$ cat src/vwac_pkg.sv
/*
  Constants shared by the word width address controller host.
  Assumes a 100 MHz core clock and the device strapped to word width mode.
*/
`default_nettype none
package vwac_pkg;
  // ----------------------------------------------------------------
  // Widths
  // ----------------------------------------------------------------
  localparam int ADDR_W = 16;              // Combined word-mode buses
  // ----------------------------------------------------------------
  // Timing
  // ----------------------------------------------------------------
  localparam int CLK_PERIOD_NS = 10;       // Core clock period
  localparam int SETUP_NS      = 5;        // Data setup before strobe rise
  localparam int HOLD_NS       = 5;        // Hold after any edge
  localparam int PULSE_NS      = 10;       // Least strobe pulse width
  localparam int SETUP_CYC =
    (SETUP_NS + CLK_PERIOD_NS - 1) / CLK_PERIOD_NS;
  localparam int HOLD_CYC  =
    (HOLD_NS + CLK_PERIOD_NS - 1) / CLK_PERIOD_NS;
  localparam int PULSE_CYC =
    (PULSE_NS + CLK_PERIOD_NS - 1) / CLK_PERIOD_NS;
  localparam logic [3:0] PHASE_CYC = 4'(PULSE_CYC + SETUP_CYC);
  localparam logic [3:0] HOLD_CNT  = 4'(HOLD_CYC);
  // ----------------------------------------------------------------
  // Reset values and commands
  // ----------------------------------------------------------------
  localparam logic [15:0] BUS_RST = 16'h0000; // Idle bus value
  // Host commands
  typedef enum logic [2:0] {
    VWAC_CMD_COMPARE,   // Load address compare register
    VWAC_CMD_MASK,      // Load address mask register
    VWAC_CMD_LOCAL,     // Load holding latch (local counter)
    VWAC_CMD_ALT,       // Load alternate VMEbus counter latch
    VWAC_CMD_BLT,       // Block transfer initiation, normal order
    VWAC_CMD_BLT_REV    // Initiation, block request first
  } vwac_cmd_type;
endpackage
`default_nettype wire
$ cat src/vwac_host.sv
/*
  Host controller driving a VMEbus address slice in word width mode.
  Assumes the slice sits off-clock; its pins are driven from flops here.
*/
`default_nettype none
module vwac_host (
  input  wire logic                     core_clk_i,
  input  wire logic                     rstn_i,
  input  wire logic                     cmd_valid_i,   // Command request
  input  wire vwac_pkg::vwac_cmd_type   cmd_i,         // Command code
  input  wire logic [15:0]              cmd_addr_i,    // Address payload
  input  wire logic [15:0]              cmd_laddr_i,   // Local addr (BLT)
  output logic                          cmd_ready_o,   // Idle, accepts
  output logic                          cmd_done_o,    // Command finished
  output logic [15:0]                   local_bus_o,   // Local addr bus
  output logic                          local_bus_oe_o,
  output logic                          strobe_n_o,
  output logic                          local_data_select_o,
  output logic                          inbound_enable_n_o,
  output logic                          master_cycle_request_n_o,
  output logic                          block_transfer_request_n_o,
  output logic                          outbound_latch_enable_o,
  output logic                          inbound_latch_enable_o
);
  // ----------------------------------------------------------------
  // State
  // ----------------------------------------------------------------
  typedef enum logic [2:0] {
    ST_IDLE,   // Waiting for command
    ST_SEL,    // Select levels set, strobe high
    ST_LOW,    // Strobe low, data setup
    ST_HOLD,   // Strobe high, hold
    ST_REQ1,   // First request asserted
    ST_REQ2,   // Both requests asserted
    ST_REL,    // Requests released, hold address
    ST_NEXT    // Go on to second cycle of a start
  } vwac_state_type;

  vwac_state_type       state_r;     // Sequencer state
  vwac_pkg::vwac_cmd_type cmd_r;     // Latched command
  logic [15:0]          addr_r;      // VMEbus address payload
  logic [15:0]          laddr_r;     // Local counter payload
  logic                 second_r;    // Second cycle of a start
  logic                 tload;       // Timer start
  logic [3:0]           tcount;      // Timer length
  logic                 tdone;       // Timer elapsed

  vwac_phase_timer u_timer (
    .core_clk_i (core_clk_i),
    .rstn_i     (rstn_i),
    .load_i     (tload),
    .count_i    (tcount),
    .done_o     (tdone)
  );

  // Timer restarts on every state change
  always_comb begin
    tload  = 1'b0;
    tcount = vwac_pkg::PHASE_CYC;
    case (state_r)
      ST_IDLE: tload = cmd_valid_i;
      ST_NEXT: tload = 1'b1;
      ST_REL:  tcount = vwac_pkg::HOLD_CNT;
      default: tload = 1'b0;
    endcase
    if (tdone && state_r != ST_IDLE && state_r != ST_NEXT) begin
      tload = 1'b1;
      if (state_r == ST_LOW || state_r == ST_REQ2) begin
        tcount = vwac_pkg::HOLD_CNT;
      end
    end
  end

  // ----------------------------------------------------------------
  // Sequencer
  // ----------------------------------------------------------------
  // Strobe cycles: SEL -> LOW -> HOLD. Starts: REQ1 -> REQ2 -> REL.
  always_ff @(posedge core_clk_i) begin
    if (!rstn_i) begin
      state_r  <= ST_IDLE;
      cmd_r    <= vwac_pkg::VWAC_CMD_COMPARE;
      addr_r   <= vwac_pkg::BUS_RST;
      laddr_r  <= vwac_pkg::BUS_RST;
      second_r <= 1'b0;
    end else begin
      case (state_r)
        ST_IDLE: begin
          if (cmd_valid_i) begin
            cmd_r    <= cmd_i;
            addr_r   <= cmd_addr_i;
            laddr_r  <= cmd_laddr_i;
            second_r <= 1'b0;
            // A start opens with the latch strobe cycle
            state_r  <= (cmd_i == vwac_pkg::VWAC_CMD_BLT ||
                         cmd_i == vwac_pkg::VWAC_CMD_BLT_REV) ?
                        ST_SEL : ((cmd_i == vwac_pkg::VWAC_CMD_COMPARE ||
                        cmd_i == vwac_pkg::VWAC_CMD_MASK ||
                        cmd_i == vwac_pkg::VWAC_CMD_LOCAL ||
                        cmd_i == vwac_pkg::VWAC_CMD_ALT) ?
                        ST_SEL : ST_IDLE);
          end
        end
        ST_SEL:  if (tdone) state_r <= ST_LOW;
        ST_LOW:  if (tdone) state_r <= ST_HOLD;
        ST_HOLD: if (tdone) begin
          // Local address goes in before the initiation cycle
          if ((cmd_r == vwac_pkg::VWAC_CMD_BLT ||
               cmd_r == vwac_pkg::VWAC_CMD_BLT_REV) && !second_r) begin
            state_r <= ST_NEXT;
          end else begin
            state_r <= ST_IDLE;
          end
        end
        ST_NEXT: begin
          second_r <= 1'b1;
          state_r  <= ST_REQ1;
        end
        ST_REQ1: if (tdone) state_r <= ST_REQ2;
        ST_REQ2: if (tdone) state_r <= ST_REL;
        ST_REL:  if (tdone) state_r <= ST_IDLE;
        default: state_r <= ST_IDLE;
      endcase
    end
  end

  // ----------------------------------------------------------------
  // Pin drive
  // ----------------------------------------------------------------
  // Word mode straps; the slice has no data mux, so no data pins here
  always_ff @(posedge core_clk_i) begin
    if (!rstn_i) begin
      outbound_latch_enable_o <= 1'b1;
      inbound_latch_enable_o  <= 1'b1;
    end else begin
      outbound_latch_enable_o <= 1'b1;
      inbound_latch_enable_o  <= 1'b1;
    end
  end

  // Strobe low only in the LOW phase
  always_ff @(posedge core_clk_i) begin
    if (!rstn_i) begin
      strobe_n_o <= 1'b1;
    end else begin
      strobe_n_o <= !(state_r == ST_SEL && tdone) &&
                    !(state_r == ST_LOW && !tdone);
    end
  end

  // Select levels decode the register; inbound enable replaces request
  always_ff @(posedge core_clk_i) begin
    if (!rstn_i) begin
      local_data_select_o <= 1'b0;
      inbound_enable_n_o  <= 1'b1;
    end else if (state_r == ST_IDLE || state_r == ST_NEXT) begin
      local_data_select_o <= 1'b0;
      inbound_enable_n_o  <= 1'b1;
    end else if (state_r == ST_SEL) begin
      case (cmd_r)
        vwac_pkg::VWAC_CMD_COMPARE: begin
          local_data_select_o <= 1'b1;
          inbound_enable_n_o  <= 1'b1;
        end
        vwac_pkg::VWAC_CMD_MASK: begin
          local_data_select_o <= 1'b0;
          inbound_enable_n_o  <= 1'b1;
        end
        vwac_pkg::VWAC_CMD_ALT: begin
          local_data_select_o <= 1'b1;
          inbound_enable_n_o  <= 1'b1;
        end
        default: begin
          // Holding latch: select high, inbound enable low
          local_data_select_o <= 1'b1;
          inbound_enable_n_o  <= 1'b0;
        end
      endcase
    end
  end

  // Alternate latch uses the master request pin as its select
  // Starts: normal order asserts master request first
  always_ff @(posedge core_clk_i) begin
    if (!rstn_i) begin
      master_cycle_request_n_o   <= 1'b1;
      block_transfer_request_n_o <= 1'b1;
    end else begin
      case (state_r)
        ST_SEL: begin
          master_cycle_request_n_o   <= !(cmd_r == vwac_pkg::VWAC_CMD_ALT);
          block_transfer_request_n_o <= 1'b1;
        end
        ST_NEXT: begin
          master_cycle_request_n_o   <=
            (cmd_r == vwac_pkg::VWAC_CMD_BLT_REV);
          block_transfer_request_n_o <=
            (cmd_r != vwac_pkg::VWAC_CMD_BLT_REV);
        end
        ST_REQ1: if (tdone) begin
          master_cycle_request_n_o   <= 1'b0;
          block_transfer_request_n_o <= 1'b0;
        end
        ST_REQ2: if (tdone) begin
          master_cycle_request_n_o   <= 1'b1;
          block_transfer_request_n_o <= 1'b1;
        end
        ST_LOW: begin
          // Hold the select levels through the strobe
        end
        ST_HOLD, ST_REL: begin
        end
        default: begin
          master_cycle_request_n_o   <= 1'b1;
          block_transfer_request_n_o <= 1'b1;
        end
      endcase
    end
  end

  // One 16-bit local bus carries latch value, then full VMEbus address
  always_ff @(posedge core_clk_i) begin
    if (!rstn_i) begin
      local_bus_o    <= vwac_pkg::BUS_RST;
      local_bus_oe_o <= 1'b0;
    end else if (state_r == ST_IDLE) begin
      local_bus_o    <= vwac_pkg::BUS_RST;
      local_bus_oe_o <= 1'b0;
    end else if (state_r == ST_SEL) begin
      local_bus_oe_o <= 1'b1;
      local_bus_o    <= (cmd_r == vwac_pkg::VWAC_CMD_BLT ||
                         cmd_r == vwac_pkg::VWAC_CMD_BLT_REV) ?
                        laddr_r : addr_r;
    end else if (state_r == ST_NEXT) begin
      local_bus_o    <= addr_r;
      local_bus_oe_o <= 1'b1;
    end
  end

  // ----------------------------------------------------------------
  // Handshake
  // ----------------------------------------------------------------
  always_ff @(posedge core_clk_i) begin
    if (!rstn_i) begin
      cmd_ready_o <= 1'b0;
      cmd_done_o  <= 1'b0;
    end else begin
      cmd_ready_o <= (state_r == ST_IDLE) && !cmd_valid_i;
      cmd_done_o  <= tdone && ((state_r == ST_REL) ||
                     (state_r == ST_HOLD &&
                      !((cmd_r == vwac_pkg::VWAC_CMD_BLT ||
                         cmd_r == vwac_pkg::VWAC_CMD_BLT_REV) &&
                        !second_r)));
    end
  end
endmodule
`default_nettype wire

$ cat src/vwac_phase_timer.sv
/*
  Down counter that paces each phase of a pin cycle.
  Assumes the same core clock and synchronous reset as the controller.
*/
`default_nettype none
module vwac_phase_timer (
  input  wire logic       core_clk_i,
  input  wire logic       rstn_i,
  input  wire logic       load_i,   // Start a phase
  input  wire logic [3:0] count_i,  // Cycles in the phase
  output logic            done_o    // Phase elapsed (level)
);
  // ----------------------------------------------------------------
  // Counter
  // ----------------------------------------------------------------
  logic [3:0] cnt_r;  // Remaining cycles
  // Loads, then counts to zero and stays there
  always_ff @(posedge core_clk_i) begin
    if (!rstn_i) begin
      cnt_r <= 4'h0;
    end else if (load_i) begin
      cnt_r <= count_i;
    end else if (cnt_r != 4'h0) begin
      cnt_r <= cnt_r - 4'h1;
    end
  end
  // Count only: a load term here would feed back into the load logic
  assign done_o = (cnt_r == 4'h0);
endmodule
`default_nettype wire

$ cat config.mk
export PLATFORM = sky130hd
export DESIGN_NAME = vwac_host
export DESIGN_NICKNAME = d
export VERILOG_FILES = /design/src/vwac_pkg.sv /design/src/vwac_host.sv /design/src/vwac_phase_timer.sv
export SDC_FILE = /design/constraint.sdc
export NUM_CORES = 1
export LEC_CHECK = 0
export BUFFER_PORTS_ARGS = -buffer_cell sky130_fd_sc_hd__buf_4
export CORE_UTILIZATION = 50
export CTS_CLUSTER_DIAMETER = 40
export DETAILED_ROUTE_END_ITERATION = 8
export PLACE_DENSITY = 0.74
export SETUP_SLACK_MARGIN = 0.02
export SLEW_MARGIN = 20
export SYNTH_ARGS = -nofsm -noshare
export SYNTH_HDL_FRONTEND = slang
export SYNTH_SLANG_ARGS = --single-unit
export TNS_END_PERCENT = 50
$ cat constraint.sdc
create_clock -name core_clk_i -period 3.7 [get_ports core_clk_i]
set_input_delay 0.74 -clock core_clk_i [delete_from_list [all_inputs] [get_ports core_clk_i]]
set_output_delay 0.74 -clock core_clk_i [all_outputs]
set_load 0.02 [all_outputs]
# == Word level (Yosys, flattened, before mapping) ==
# Cells that the tools add are included.
# classes
bitwise,2
n_reduce_logical,41
n_eq_ne,25
n_mux,31
n_addsub,1
# op_table
cell,count
16-bit two-way mux,3
3-bit == test (second input constant),8
3-bit two-way mux,8
3-bit case mux with 8 select lines,1
4-bit two-way mux,4
3-bit by 2-bit == test with 1-bit output (second input constant),5
2-bit != test (second input constant),7
1-bit two-way mux,10
3-bit by 1-bit == test with 1-bit output (second input constant),3
1-bit logical AND,9
3-bit logical NOT,3
1-bit logical OR,8
1-bit logical NOT,7
7-bit AND reduction,1
3-bit != test (second input constant),2
2-bit nonzero test,3
3-bit OR reduction,2
1-bit case mux with 5 select lines,1
4-bit logical NOT,1
1-bit case mux with 2 select lines,2
1-bit case mux with 4 select lines,1
2-bit AND reduction,2
4-bit nonzero test,1
2-bit OR reduction,2
5 further kinds,6
# word_totals
out_inout_bits,26
inputBits,38
wordCells,115
reg_bits,67

# == Depth between registers and ports, before layout ==
# Gate-level depths: netlist (run 1).
# logic_depth
ltp_word,8
ltp_mapped,8

# == Cells and area by module ==
# Synthesis (run 1) repeated with hierarchy kept, for this count alone.
# hier_totals
cells_unflattened,339
hier_area_um2,2992.9
# by_module_without_submodules
module,area_per_inst_um2,instances,cells_per_inst
vwac_host,2762.6,1,316
vwac_phase_timer,230.2,1,23

# == Least setup slack after synthesis (run 1) ==
# OpenSTA, ideal clock, no wires.
# synth_timing
path_kind,flip-flop to flip-flop
from,register u_timer.cnt_r[0]
to,register u_timer.cnt_r[0]
slack_ns,2.128
stages_incl_launch_ff,8
synth_period_minus_slack_ns,1.572
n_path_buf,1
required_time_ns,3.584
arrival_ns,1.456
path_cell_list,dfxtp_1 -> inv_1 -> ha_1 -> or3b_1 -> clkbuf_1 -> o211ai_2 -> nand2_1 -> o211a_1
# synth_between
elab_chain_len,5
word_cells_on_any_way,10
cone_classes,add/sub (1); mux (4); reduce/logical (5)
# synth_lines
item,line,rtl
from (decl),vwac_phase_timer.sv:16,logic [3:0] cnt_r;
from (signal assigned),vwac_phase_timer.sv:22,cnt_r <= count_i;
from (signal assigned),vwac_phase_timer.sv:24,cnt_r <= cnt_r - 4'h1;
"parallel branches: the longest is 5 deep, another holds 4-bit by 1-bit subtractor with 4-bit output",--,
# Several ways; the timed one is not identified. The select of a mux whose other input is x is not followed.
# A chain may end at the register's enable or synchronous reset.

# == Worst setup path in the final report (run 1) ==
# layout_timing
from,register state_r[2]
to,register local_bus_o[4]
# layout_between
elab_chain_len,2
word_cells_on_any_way,6
cone_classes,eq/ne (2); mux (1); reduce/logical (3)
# layout_lines
item,line,rtl
from (decl),vwac_host.sv:39,vwac_state_type state_r;
from (signal assigned),vwac_host.sv:94,state_r <= (cmd_i == vwac_pkg::VWAC_CMD_BLT ||
3-bit by 1-bit == test with 1-bit output (tied with other cells),vwac_host.sv:228,end else if (state_r == ST_SEL) begin
16-bit two-way mux (tied with other cells),vwac_host.sv:228,
to (signal assigned),vwac_host.sv:226,local_bus_o <= vwac_pkg::BUS_RST;
to (signal assigned),vwac_host.sv:230,local_bus_o <= (cmd_r == vwac_pkg::VWAC_CMD_BLT ||
to (signal assigned),vwac_host.sv:234,local_bus_o <= addr_r;
to (decl),vwac_host.sv:15,"output logic [15:0] local_bus_o,"
# Several ways; a longest one is shown, not always the timed one.

==> results of run 1 <==
## cells in the mapped netlist, types with 3 or more instances
cell	n	area [um2]
clkbuf_1	9	33.78
a21oi_1	9	45.04
nor3_1	3	15.01
dfxtp_1	67	1341
buf_6	5	56.30
xnor2_1	3	26.28
o211ai_1	3	22.52
nand2_1	79	296.5
a211oi_1	15	112.6
a21boi_0	7	52.55
nor2_1	29	108.9
mux2i_1	15	150.1
inv_1	7	26.28
a21boi_1	31	232.7
o21ai_0	6	30.03
buf_2	7	35.03
buf_4	4	30.03
## worst paths after layout
check                   endpoint  cells past startpoint  slack [ps]   startpoint
setup / recovery  local_bus_o[4]                      5        1430   state_r[2]
hold / removal       laddr_r[13]                      2         450  laddr_r[13]
setup reg to reg  local_bus_o[4]                      5        1430   state_r[2]
hold reg to reg      laddr_r[13]                      2         450  laddr_r[13]
## sequential cells by signal (all words and copies together), names as in the netlist
name,cells
addr_r,16
laddr_r,16
cmd_r,3
block_transfer_request_n_o,1
local_bus_oe_o,1
master_cycle_request_n_o,1
local_data_select_o,1
local_bus_o,16
u_timer.cnt_r,4
cmd_done_o,1
inbound_enable_n_o,1
strobe_n_o,1
cmd_ready_o,1
second_r,1
state_r,3
## cell families (layout without fill, tap and decap cells)
family	Yosys count	after routing	share of synthesized area
AO/OA/AOI/OAI	88	88	0.2165
XOR/XNOR	3	3	0.008953
adder cells (fa/ha/maj)	2	2	0.008524
buffers and inverters	32	88	0.06181
flip-flops	67	67	0.4569
multiplexers	16	16	0.05499
other	1	2	0.001278
AND/OR/NAND/NOR	128	128	0.1910
## critical path: cells and delay by family, from the launching register on
family / cells / cell delay (ps)
AOI/OAI and AO/OA: 2 / 960
buffers and inverters: 1 / 280
DFF: 1 / 440
and+or+nand+nor: 2 / 490
## final cells by class
type                       count  area, um2  area share
clock buffer                  11      151.4     0.04201
clock inverter                 5      85.08     0.02361
inverter                       7      26.28    0.007292
multi-input combinational    239       1421      0.3944
sequential                    67       1341      0.3722
tap                           72      90.09     0.02500
timing repair buffer          65      488.0      0.1354
## report_power, final
group          internal, mW  switching [mW]
combinational         0.387           0.594
clock                 0.418           0.281
sequential            0.873           0.140
## layer usage
layer,GRT usage,vias up
met5,0,-
met4,0.1093,0
met3,0.04884,8
met2,0.3704,64
met1,0.2983,1152
li1,-,1253
## stage by stage
| stage | setup slack [ps] | instance area (um2) | power (mW) | utilization | std cells |
|---|---|---|---|---|---|
| after floorplan | 2128 | 2939 | 1.777 | - | 338 |
| after global placement | 1488 | 3367 | 1.993 | 0.6040 | 450 |
| after detailed placement | 1398 | 3367 | 2.010 | 0.6040 | 450 |
| after CTS | 1426 | 3603 | 2.705 | 0.6465 | 466 |
| after global routing | 1189 | 3603 | 2.882 | 0.6465 | 466 |
| final | 1434 | 3603 | 2.694 | 0.6465 | 466 |
==> metrics, run 1 <==
CTS tree=built; Worst Setup Start Kind=register; WL met1=3045 um; initial core utilization=0.5266; Die X=between 70 and 80 um; Min-Delay Path Class=register to register; Max Cap Viol=0; gr usage total=0.2324; Critical Path End Type=register; leakage power=about 1.4 nW; drt first pass iters=4; clk_skew=around 12 ps; fill count=504; Clock Pin Slew Worst Setup and Hold Paths=around 70 ps; Clock Tree Root=clkbuf_8; fin crit period=around 2300 ps; diodes inserted=0; Max stage delay on crit path=750 ps; ratio of cells with drive above 1 in the final layout=0.2284; top sig layer=met4; Least-Margin Pin Slew=about 870 ps; initial antenna violation count=0; Final GP Congestion=about 0.9; DRC Markers=0; vias in the first global route=2374; crit-path max FO=21; setup tns final=0 ps; WS Path Type=register to register; max-slew violation count=0; number of I/O pins=64; Synth warnings=0; Netlist cell types=just under 50; Slew Limit Headroom=0.4198; Routed Antenna Nets=0; I/O Buffers=just over 60; status=completed; clk_lat worst skew=about 340 ps; via/cell ratio=5.315; critical path required time=3950 ps; worst path arrival time=2510 ps; CP max stage cell=a21boi_2; first-pass GRT wire length=between 10000 and 15000 um; commonest non-fill, non-tap cell in the layout=nand2_1; period utilisation layout=0.6125; vias=about 2500; Async SR Flop Fraction=0; initial DRC count=roughly 200; H-tree depth=3; Final Hold Viols=0; clock buffer depth=2; nets=~430; critical path cell sequence=or2_1 > a21boi_2 > buf_4 > nor2_1 > a211oi_1; Synth Cell Area=2935 um2; Seq/Total Area, Yosys=0.4569; Area growth syn-to-layout=22.76%; final wirelength=6553 um; ys flop type=dfxtp_1; Mapped Avg Cell Area=8.710 um2; EDFF count, synth=0; die height=approximately 80 um; clock buffer count from CTS=9; Wirelength per Cell=~14 um; Highest Clock Rate=0.4413 GHz; Peak VDD IR=roughly 0.00033 V; endpoints failing setup=0; post-detail-place hpwl=approximately 4400 um; pin count of the biggest net entering global routing=51; met3 wire len=between 200 and 300 um; Pwr Density=about 750 nW/um2; CTS resizes=0; core area=5574 um2; RSZ-0062 raised after global routing=no; GRT Residual Overflow=0; post-CTS setup buffers=0; most frequent cells in the layout=nand2_1, dfxtp_1, buf_4; FF+latch count, synth=67; row cnt=27; CTS hold repair buffers=0; clk sinks=67; die footprint=slightly above 6000 um2; Syn Inst Count=between 300 and 400; Detail Route met2 WL=roughly 3100 um; Hold WS=roughly 450 ps
Note: power is estimated with default switching activity, not from simulation.
==> run 2, diff against run 1 <==
==> constraint.sdc (replaced) <==
create_clock -name core_clk_i -period 2.23 [get_ports core_clk_i]
set_input_delay 0.446 -clock core_clk_i [delete_from_list [all_inputs] [get_ports core_clk_i]]
set_output_delay 0.446 -clock core_clk_i [all_outputs]
set_load 0.02 [all_outputs]
==> run 2 against run 1 <==
Against the previous run:
- utilization fell by 0.45 points
- maximum frequency is 24% higher
- die area stayed put
- global-route usage down 0.27 points
- design area down 0.69%
- total power is 60% higher
- clock power is 38% higher
- hold slack worse by 120 ps
- critical path depth up 1
- combinational power is 71% higher
- clock skew fell by 2.8 ps
- sequential cell count stayed put
- critical path type unchanged
- largest cell class unchanged
- largest power group is now combinational cells
==> metrics, run 2 (synthesis results as in run 1) <==
initial DRC count=213 (+4.9%); Peak VDD IR=0.0005409 V (+62%); status=completed; clk_lat worst skew=350 ps (about the same); clk sinks=67 (unchanged); endpoints failing setup=0 (unchanged); commonest non-fill, non-tap cell in the layout=nand2_1; Clock Pin Slew Worst Setup and Hold Paths=70 ps (about the same); Pwr Density=1204 nW/um2 (+61%); H-tree depth=3 (unchanged); initial antenna violation count=0 (unchanged); WS Path Type=register to register; Critical Path End Type=register; max-slew violation count=0 (unchanged); clock buffer count from CTS=9 (unchanged); post-detail-place hpwl=4429 um (-0.33%); critical path required time=2460 ps (-1490 ps); Highest Clock Rate=0.5492 GHz (+24%); post-CTS setup buffers=0 (unchanged); clock buffer depth=2 (unchanged); Reg2Reg Setup Slack=410 ps (-1020 ps); leakage power=1.405 nW (about the same); Worst Setup Start Kind=register; Clock Tree Root=clkbuf_8; final core occ=0.6420 (-0.004490); worst path arrival time=2050 ps (-460 ps); row cnt=27 (unchanged); number of I/O pins=64 (unchanged); via/cell ratio=5.343 (+0.52%); Final Hold Viols=0 (unchanged); pin count of the biggest net entering global routing=51 (unchanged); vias=2506 (+1.2%); nets=433 (+0.93%); Least-Margin Pin Slew=557.5 ps (-307.8 ps); gr usage total=0.2296 (-0.002742); CTS resizes=0 (unchanged); most frequent cells in the layout=nand2_1, buf_4, dfxtp_1; Min-Delay Path Class=input port to register; crit-path max FO=33 (+57%); Top Registers=addr_r x16, laddr_r x16, local_bus_o x16; drt first pass iters=4 (unchanged); initial core utilization=0.5266 (unchanged); Wirelength per Cell=13.86 um (-1.4%); fill count=497 (-1.4%); Area growth syn-to-layout=21.91%; Die X=78.62 um (unchanged); I/O Buffers=61 (unchanged); Final GP Congestion=0.9203 (+1.9%); Routed Antenna Nets=0 (unchanged); Slew Limit Headroom=0.6236 (+0.2038); diodes inserted=0 (unchanged); RSZ-0062 raised after global routing=no; die footprint=6181 um2 (unchanged); vias in the first global route=2277 (-4.1%); period utilisation layout=0.8165 (+0.2040); clk_skew=9.721 ps (-2.756 ps); Max Cap Viol=0 (unchanged); first-pass GRT wire length=10850 um (-1.5%); fin crit period=1821 ps (-445.3 ps); ratio of cells with drive above 1 in the final layout=0.2317 (+0.003312); setup tns final=0 ps (unchanged); CTS hold repair buffers=0 (unchanged); CTS tree=built; die height=78.62 um (unchanged); GRT Residual Overflow=0 (unchanged); final wirelength=6500 um (-0.81%); DRC Markers=0 (unchanged); core area=5574 um2 (unchanged)
## run 2: metrics by stage
step / power, mW / hold WS (ps) / cell area, um2 / setup WS [ps] / cells
2_1_floorplan: 2.948 / 434.4 / 2939 / 658.1 / 338
3_3_place_gp: 3.337 / 440.7 / 3397 / 464.1 / 454
3_5_place_dp: 3.360 / 446.2 / 3397 / 432.2 / 454
4_1_cts: 4.321 / 317.6 / 3578 / 419.5 / 469
5_1_grt: 4.614 / 331.6 / 3578 / 266.2 / 469
6_report: 4.310 / 335.4 / 3578 / 409.2 / 469
## run 2: routing by layer
metal | share of wire | vias up | global-route usage
li1 | - | 1260 | -
met1 | 0.50 | 1167 | 0.3210
met2 | 0.44 | 67 | 0.3322
met3 | 0.048 | 12 | 0.05698
met4 | 0.018 | 0 | 0.1000
met5 | 0 | - | 0
## run 2: area by class of cell
type | count | area, um2 | share of cell area
multi-input combinational | 239 | 1421 | 0.3972
clock buffer | 10 | 127.6 | 0.03566
inverter | 7 | 26.28 | 0.007343
timing repair buffer | 69 | 518.0 | 0.1448
sequential | 67 | 1341 | 0.3748
tap | 72 | 90.09 | 0.02517
clock inverter | 5 | 53.80 | 0.01503
## run 2: worst paths after layout
| kind | from | to | cells after the start |
|---|---|---|---|
| max reg2reg | state_r[2] | local_bus_o[15] | 6 |
| min | cmd_valid_i | cmd_ready_o | 2 |
| max | state_r[2] | local_bus_o[15] | 6 |
| min reg2reg | laddr_r[0] | laddr_r[0] | 2 |
## run 2: report_power, final
part / switching [mW] / internal (mW) / total [mW]
Combinational: 1.01 / 0.676 / 1.68
Clock: 0.458 / 0.508 / 0.966
Sequential: 0.214 / 1.45 / 1.66
Total: 1.68 / 2.63 / 4.31
## run 2: worst max-delay path: stages, from the launching register on
cell and delay (ps):
dfxtp_1 450, or2_1 430, a21boi_2 160, buf_4 330, inv_1 70, a22oi_1 180, a21oi_1 80
